**src/logic/tsa_map.vh**
```
/*
 tsa_map.vh: command codes, state codes and field widths for the tag
 state and anticollision block. assumes a command decoder that presents
 one of these codes with a one-cycle valid strobe.
*/
`ifndef TSA_MAP_VH
`define TSA_MAP_VH

`define TSA_ID_W         8
`define TSA_SLOT_W       4
`define TSA_CMD_W        4
`define TSA_LFSR_W       16
`define TSA_LFSR_SEED    16'hACE1
`define TSA_LFSR_TAPS    16'hB400

`define TSA_CMD_INV_OPEN 4'h1
`define TSA_CMD_SLOT0    4'h2
`define TSA_CMD_SLOT     4'h3
`define TSA_CMD_PICK     4'h4
`define TSA_CMD_RETIRE   4'h5
`define TSA_CMD_RD_BLK   4'h6
`define TSA_CMD_WR_BLK   4'h7
`define TSA_CMD_AUTH     4'h8
`define TSA_CMD_UID      4'h9

`define TSA_ST_READY     5'h01
`define TSA_ST_INV       5'h02
`define TSA_ST_SEL       5'h04
`define TSA_ST_DESEL     5'h08
`define TSA_ST_DEACT     5'h10

`endif

```
**src/logic/tsa_core.v**
```verilog
/*
 tsa_core.v: state machine and slotted anticollision of a contactless
 tag. consumes decoded, crc-checked commands from the frame decoder and
 issues reply requests to the frame encoder. sys_rst is the field
 power-up reset, applied asynchronously; all other inputs are synchronous to clk.
*/
`timescale 1ns/1ps
`include "tsa_map.vh"

// Overview of operation
// - power-up resets logic, ready, identifier from the lfsr seed's low byte
// - ready ignores everything but inventory-open
// - inventory-open in ready enters inventory
// - inventory answers open and polls, stays
// - matching pick in inventory selects tag
// - selected executes read, write, auth, uid
// - selected stops answering anticollision commands
// - foreign pick deselects; retire deactivates
// - deselected returns only on matching pick
// - deactivated ignores all until power loss
// - identifier is eight bits wide
// - inventory-open in inventory redraws identifier
// - low four identifier bits are slot selector
// - slot-zero poll redraws selector, replies if zero
// - slot poll replies when index equals selector
// - sixteen slots: zero poll then 1..15
// - inventory-open reply needs no slot
// - one slot reply per anticollision sequence, plus the open reply
// - invalid frame gives no reply, no error
module tsa_core
#(
   parameter ID_W   = `TSA_ID_W,
   parameter SLOT_W = `TSA_SLOT_W
)
(
   input  wire                  clk,
   input  wire                  sys_rst,
   input  wire                  cmd_valid,
   input  wire [`TSA_CMD_W-1:0] cmd_code,
   input  wire                  cmd_crc_ok,
   input  wire [ID_W-1:0]       cmd_pick_id,
   input  wire [SLOT_W-1:0]     slot_index_param,
   output reg                   id_reply,
   output reg  [ID_W-1:0]       id_reply_data,
   output reg                   mem_cmd_go,
   output reg  [`TSA_CMD_W-1:0] mem_cmd_code,
   output reg  [4:0]            tag_state,
   output reg  [ID_W-1:0]       tag_identifier
);

   reg [`TSA_LFSR_W-1:0] lfsr_r;
   reg [4:0]             state_r;
   reg [4:0]             state_nxt;
   reg [ID_W-1:0]        id_nxt;
   reg                   replied_r;
   reg                   replied_nxt;
   reg                   reply_nxt;
   reg                   go_nxt;
   wire                  cmd_ok;
   wire                  pick_hit;
   wire [SLOT_W-1:0]     rnd_slot;

   // an invalid frame is dropped here, so no state change, no reply
   assign cmd_ok   = cmd_valid & cmd_crc_ok;
   assign pick_hit = (cmd_pick_id == tag_identifier);
   assign rnd_slot = lfsr_r[SLOT_W-1:0];

   // galois lfsr runs every cycle, so draw timing is unpredictable
   always @(posedge clk or posedge sys_rst)
   begin
      if (sys_rst)
         lfsr_r <= `TSA_LFSR_SEED;
      else if (lfsr_r[0])
         lfsr_r <= (lfsr_r >> 1) ^ `TSA_LFSR_TAPS;
      else
         lfsr_r <= lfsr_r >> 1;
   end

   always @*
   begin
      state_nxt   = state_r;
      id_nxt      = tag_identifier;
      replied_nxt = replied_r;
      reply_nxt   = 1'b0;
      go_nxt      = 1'b0;
      if (cmd_ok)
      begin
         case (state_r)
            `TSA_ST_READY:
            begin
               // everything else is silently ignored
               if (cmd_code == `TSA_CMD_INV_OPEN)
               begin
                  state_nxt   = `TSA_ST_INV;
                  id_nxt      = lfsr_r[ID_W-1:0];
                  reply_nxt   = 1'b1;
                  replied_nxt = 1'b0;
               end
            end
            `TSA_ST_INV:
            begin
               case (cmd_code)
                  `TSA_CMD_INV_OPEN:
                  begin
                     // a new sequence starts; fresh id, reply again
                     id_nxt      = lfsr_r[ID_W-1:0];
                     reply_nxt   = 1'b1;
                     replied_nxt = 1'b0;
                  end
                  `TSA_CMD_SLOT0:
                  begin
                     // keep upper id bits, redraw the slot selector
                     id_nxt = {tag_identifier[ID_W-1:SLOT_W], rnd_slot};
                     if (rnd_slot == {SLOT_W{1'b0}} && !replied_r)
                     begin
                        reply_nxt   = 1'b1;
                        replied_nxt = 1'b1;
                     end
                  end
                  `TSA_CMD_SLOT:
                  begin
                     // index 0 is not a marker slot; slot 0 is the zero poll
                     if (slot_index_param != {SLOT_W{1'b0}} &&
                         slot_index_param == tag_identifier[SLOT_W-1:0] &&
                         !replied_r)
                     begin
                        reply_nxt   = 1'b1;
                        replied_nxt = 1'b1;
                     end
                  end
                  `TSA_CMD_PICK:
                  begin
                     if (pick_hit)
                        state_nxt = `TSA_ST_SEL;
                  end
                  default:
                  begin
                     state_nxt = state_r;
                  end
               endcase
            end
            `TSA_ST_SEL:
            begin
               // anticollision commands fall to default: no reply
               case (cmd_code)
                  `TSA_CMD_RD_BLK,
                  `TSA_CMD_WR_BLK,
                  `TSA_CMD_AUTH,
                  `TSA_CMD_UID:
                     go_nxt = 1'b1;
                  `TSA_CMD_PICK:
                  begin
                     // reader keeps one tag selected; a match stays here
                     if (!pick_hit)
                        state_nxt = `TSA_ST_DESEL;
                  end
                  `TSA_CMD_RETIRE:
                     state_nxt = `TSA_ST_DEACT;
                  default:
                     state_nxt = state_r;
               endcase
            end
            `TSA_ST_DESEL:
            begin
               if (cmd_code == `TSA_CMD_PICK && pick_hit)
                  state_nxt = `TSA_ST_SEL;
            end
            `TSA_ST_DEACT:
            begin
               state_nxt = `TSA_ST_DEACT;
            end
            default:
            begin
               state_nxt = `TSA_ST_READY;
            end
         endcase
      end
   end

   // the lfsr value, still the seed, is drawn one cycle after release, since async
   // reset may only load constants
   reg seed_pend_r;

   always @(posedge clk or posedge sys_rst)
   begin
      if (sys_rst)
      begin
         state_r        <= `TSA_ST_READY;
         tag_identifier <= {ID_W{1'b0}};
         seed_pend_r    <= 1'b1;
         replied_r      <= 1'b0;
         id_reply       <= 1'b0;
         id_reply_data  <= {ID_W{1'b0}};
         mem_cmd_go     <= 1'b0;
         mem_cmd_code   <= {`TSA_CMD_W{1'b0}};
         tag_state      <= `TSA_ST_READY;
      end
      else
      begin
         seed_pend_r   <= 1'b0;
         state_r       <= state_nxt;
         replied_r     <= replied_nxt;
         id_reply      <= reply_nxt;
         id_reply_data <= id_nxt;
         mem_cmd_go    <= go_nxt;
         mem_cmd_code  <= cmd_code;
         tag_state     <= state_nxt;
         if (seed_pend_r)
            tag_identifier <= lfsr_r[ID_W-1:0];
         else
            tag_identifier <= id_nxt;
      end
   end

endmodule

```
**config.mk**
```make
export PLATFORM = sky130hd
export DESIGN_NAME = tsa_core
export DESIGN_NICKNAME = d
export VERILOG_FILES = /design/src/logic/tsa_core.v
export VERILOG_INCLUDE_DIRS = /design/src /design/src/logic
export SDC_FILE = /design/constraint.sdc
export NUM_CORES = 1
export LEC_CHECK = 0
export BUFFER_PORTS_ARGS = -buffer_cell sky130_fd_sc_hd__buf_4
export CAP_MARGIN = 20
export CORE_UTILIZATION = 56
export CTS_BUF_LIST = sky130_fd_sc_hd__clkbuf_8 sky130_fd_sc_hd__clkbuf_16
export DETAILED_ROUTE_END_ITERATION = 8
export PLACE_DENSITY_LB_ADDON = 0.3
export SLEW_MARGIN = 20
export SYNTH_ARGS = -nofsm -noshare
export SYNTH_HDL_FRONTEND = slang
export SYNTH_SLANG_ARGS = --single-unit
export TNS_END_PERCENT = 10
```
**constraint.sdc**
```tcl
create_clock -name clk -period 3.9 [get_ports clk]
set_input_delay 0.195 -clock clk [delete_from_list [all_inputs] [get_ports clk]]
set_output_delay 0.195 -clock clk [all_outputs]
set_load 0.005 [all_outputs]
```
Yosys cells after proc, flatten, opt, wreduce, memory -nomap -nowiden --
Cells that the tools add are included.
Word-level totals: flip-flop bits (word level) 45, bits in latches 0, memory bits (writable) 0, ROM bits 0, output and inout bits 27, memories kept 0
Operators by class: $add $sub $neg 0, multiply operators 0, divide/modulo/power cells 0, order comparisons 0, eq/ne operators 25, shifts and indexed selects 0, muxes and demuxes 27, bitwise operators 2, reductions and logical operators 11
Operators with widths (count):
- $pmux W8 S2 | 2
- $mux W5 | 5
- $pmux W5 S5 | 1
- $mux W8 | 3
- $eq A4 B3 Y1 const B | 4
- $mux W16 | 1
- $mux W1 | 10
- $pmux W5 S2 | 1
- $ne A3 B3 Y1 const B | 3
- $eq A4 B2 Y1 const B | 2
- $eq A4 B4 Y1 const B | 2
- $eq A8 B8 Y1 | 1
- $ne A2 B2 Y1 const B | 4
- $reduce_and A7 Y1 | 1
- $pmux W1 S3 | 2
- $reduce_and A6 Y1 | 1
- $eq A5 B1 Y1 const B | 1
- $eq A5 B2 Y1 const B | 1
- $eq A5 B3 Y1 const B | 1
- $eq A5 B4 Y1 const B | 1
- $eq A5 B5 Y1 const B | 1
- $eq A4 B1 Y1 const B | 1
- $eq A4 B4 Y1 | 1
- $logic_and A1 B1 Y1 | 4
- 10 further kinds | 11

Longest topological paths before layout --
depth after elaboration 7, gate-level depth with buffers 8, depth with buffers taken out 6

Worst setup path before layout --
OpenSTA, ideal clock, no wires.
path kind reg2reg, from reg tag_identifier[1], to reg state_r[0], library setup time 90 ps, arrival time 1856 ps, slack 1954 ps, cell stages (with the launch flop) 8, buffers on the path 1, path through dfrtp_1 xor2_1 nor4_1 a31oi_1 or3b_1 buf_6 mux2i_1 nor4_2
Between the ends: longest elaborated chain between the ends 4, elaborated cells between the ends (all ways) 6
Ends and longest elaborated chain:
- from (decl) | RTL line tsa_core.v:48 | output reg [ID_W-1:0] tag_identifier
- from (signal assigned) | RTL line tsa_core.v:189 | tag_identifier <= {ID_W{1'b0}};
- from (signal assigned) | RTL line tsa_core.v:209 | tag_identifier <= lfsr_r[ID_W-1:0];
- from (signal assigned) | RTL line tsa_core.v:211 | tag_identifier <= id_nxt;
- $eq A8 B8 Y1 (*) | RTL line tsa_core.v:65 | assign pick_hit = (cmd_pick_id == tag_identifier);
- $logic_and A1 B1 Y1 | RTL line tsa_core.v:165 | if (cmd_code == `TSA_CMD_PICK && pick_hit)
- $ne A2 B2 Y1 (no source line)
- $reduce_and A7 Y1 (no source line) (*)
- to (signal assigned) | RTL line tsa_core.v:188 | state_r <= `TSA_ST_READY;
- to (signal assigned) | RTL line tsa_core.v:201 | state_r <= state_nxt;
- to (decl) | RTL line tsa_core.v:52 | reg [4:0] state_r;
Every way passes the cells marked *; elsewhere a longest branch is shown, timed or not. A chain may end at the register's enable or synchronous reset.

Worst setup path in the final report --
Same ends and word-level chain as after synthesis.

==> impl_results.md <==
- Status: complete, no violations
- Critical Path AT: 2400 ps
- Clock sinks: 45
- Largest net degree at the start of global routing: 46
- Final hold viol count: 0
- Fillcell total: 242
- Drt first pass iters: 4
- Layout area overhead: 23.4%
- Vias: 1,386
- Switching share of power: 31.0%
- Cts bufs inserted: 5
- Setup_tns: 0 ps
- IO Port Bufs: 46
- Clk slew on worst S/H paths: 80 ps
- Max-cap violation count: 0
- Worst Path Required: 4110 ps
- Cell area after layout: 2380 um^2
- Max Fclk: 458 MHz
- Worst Slack Setup Final: 1720 ps
- Chip Height: 60.7 um
- Commonest cells in the netlist: dfrtp_1 (35), mux2_2 (16), xor2_1 (11)
- Post-CTS Setup Bufs: 0
- Syn_area_per_cell: 12.5 um^2
- Crit start category: register
- Leak: 1.18 nW
- Clk_lat worst skew: 300 ps
- Yosys reg bits: 45
- Layout cell share with drive strength beyond 1: 43.3%
- Psw: 0.000335 W
- Synth area leaders: dfrtp_1 (45%), dfstp_2 (14%), mux2_2 (9.3%)
- Via-per-instance ratio: 5.61
- CP Cell Sequence: xor2_1, nor4_1, a31oi_1, or3b_1, mux2i_1, nor4_2
- Power Density: 454 nW/um^2
- Initial Utilization: 61.3%
- Die area: 3690 um^2
- Reg-to-reg startpoint: tag_identifier[1]
- Detailed placement HPWL: 2810 um
- # IOs: 47
- CTS tree: done
- Seq/Total Area, Yosys: 58.9%
- Drt total wl: 3900 um
- Post-synthesis async set-or-reset flop share: 100%
- Slew Limit Fails: 0
- Crit-path max FO: 9
- Pre-CTS setup slack: 1780 ps
- Die Wd: 60.7 um
- Ys Warns: 0
- Antenna diode count: 0
- Main synth FF type: dfrtp_1
- Post-synth cell types: 43
- Drt initial violations: 65
- Wire per inst: 15.8 um
- Syn nets: 174
- # DRC: 0
- Slowest CP cell: or3b_1
- Seq pwr share: 50.3%
- Syn Inst Count: 154
- Max VDD drop: 301 uV
- Root Buffer: clkbuf_8
- Final ANT Viol Nets: 0
- Skew final: 8.61 ps
- Clock share of power: 25.7%
- R2R depth: 6
- Final period utilization: 56.0%
- Site Rows: 20
- Least-Margin Pin Slew: 654 ps
- Grt ovf: 0
- H-tree depth: 2
- CP endpoint kind: register
- Layout Nets: 222
- Post-CTS Hold Fix Bufs: 0
- R2R Setup Slk: 1720 ps
- Count leader, synth: dfrtp_1
- Initial antenna violation count: 0
- Vias in the first global route: 1,306
- Worst hold path type: primary input to asynchronous set/reset pin
- Gate power share: 24.0%
- Gpl congestion: 0.871
- R2r endpoint: state_r[0]
- Clk buf depth: 2
- Min Clock Period, post-route: 2180 ps
- Slew headroom: 55.3%
- RSZ-0062 raised after global routing: no
- Placeable Area: 3150 um^2
- Synth top area share: 45.3%
- Post_cts resized: 0
- Number of synthesized flops with an enable pin: 0
- Setup CP Type: register to register
- P_int: 0.000748 W
- Post-Syn Area: 1930 um^2
- Slowest stage delay, CP: 520 ps
- First-pass GRT wire length: 6000 um
- Final setup violation count: 0
- Post-DP Area: 2300 um^2
- GRT Util Overall: 23.5%
- Post-synth top area cell: dfrtp_1
through the flow:
stage | hold WS, ps | utilization, % | total power [W] | cells
2_1_floorplan | 226 | - | 0.000721 | 154
3_3_place_gp | 336 | 72.8 | 0.000793 | 239
3_5_place_dp | 344 | 72.8 | 0.000808 | 239
4_1_cts | 41.2 | 75.6 | 0.00108 | 247
5_1_grt | 39.7 | 75.6 | 0.00113 | 247
6_report | 29.0 | 75.6 | 0.00108 | 247
per-layer routing:
metal  part of all wire [%]  routed length (um)  global-route usage, %  up-vias
met5                      0                   0                      0        -
met4                    1.7                  68                   9.09        0
met3                    5.8                 228                   7.25       10
met2                     54                2100                   42.5       45
met1                     39                1500                   25.6      688
li1                       -                   -                      -      643
cells in the final DEF (no fill, tap or decap), types with 5 or more instances in the layout:
cell,n
clkbuf_8,5
nand2_1,8
mux2_2,16
xor2_1,11
dfstp_2,10
nor2_1,7
buf_4,47
dfrtp_1,35
o21ai_0,10
worst max-delay path by stage:
stage / startpoint / to / cells past startpoint / slack [ps]
floorplan: tag_identifier[1] / state_r[0] / 7 / 1950
global placement: tag_identifier[1] / state_r[0] / 6 / 1890
detailed placement: tag_identifier[1] / state_r[0] / 6 / 1780
CTS: tag_identifier[1] / state_r[0] / 6 / 1710
global route: tag_identifier[1] / state_r[0] / 6 / 1640
finish: tag_identifier[1] / state_r[0] / 6 / 1720
cell families (layout without fill, tap and decap cells):
family	Yosys count	in the layout	share of synthesized area, %
xor gates and xnor gates	15	15	6.80
other	1	1	0.194
DFF	45	45	58.9
buffers and inverters	7	56	2.46
muxes	17	17	9.84
AOI/OAI and AO/OA	22	22	6.80
and+or+nand+nor	47	47	15.0
critical path: cells and delay by family, from the launching register on:
| family | cells | cell delay (ps) |
|---|---|---|
| flops | 1 | 450 |
| compound gates | 1 | 150 |
| xor+xnor | 1 | 190 |
| simple gates | 3 | 1150 |
| mux | 1 | 170 |
sequential cells by signal, summed over array words and instances (netlist names):
name / cells
id_reply: 1
id_reply_data: 8
lfsr_r: 16
mem_cmd_code: 4
mem_cmd_go: 1
replied_r: 1
seed_pend_r: 1
state_r: 5
tag_identifier: 8
power groups by stage:
stage | clock [W] | combinational [W] | sequential [W]
2_1_floorplan | 0 | 0.000176 | 0.000546
3_3_place_gp | 0 | 0.000243 | 0.000550
3_5_place_dp | 0 | 0.000255 | 0.000553
4_1_cts | 0.000280 | 0.000258 | 0.000544
5_1_grt | 0.000294 | 0.000286 | 0.000552
6_report | 0.000278 | 0.000260 | 0.000545
cell type report:
class	count	area, um^2	area share (%)
multi-input cells	102	746	31.3
repair buffers	47	353	14.8
clock inverters	3	18.8	0.787
well taps	44	55.1	2.31
flip-flops and latches	45	1140	47.8
inverters	1	3.75	0.157
clock buffers	5	68.8	2.89
(Power assumes the default switching activity.)
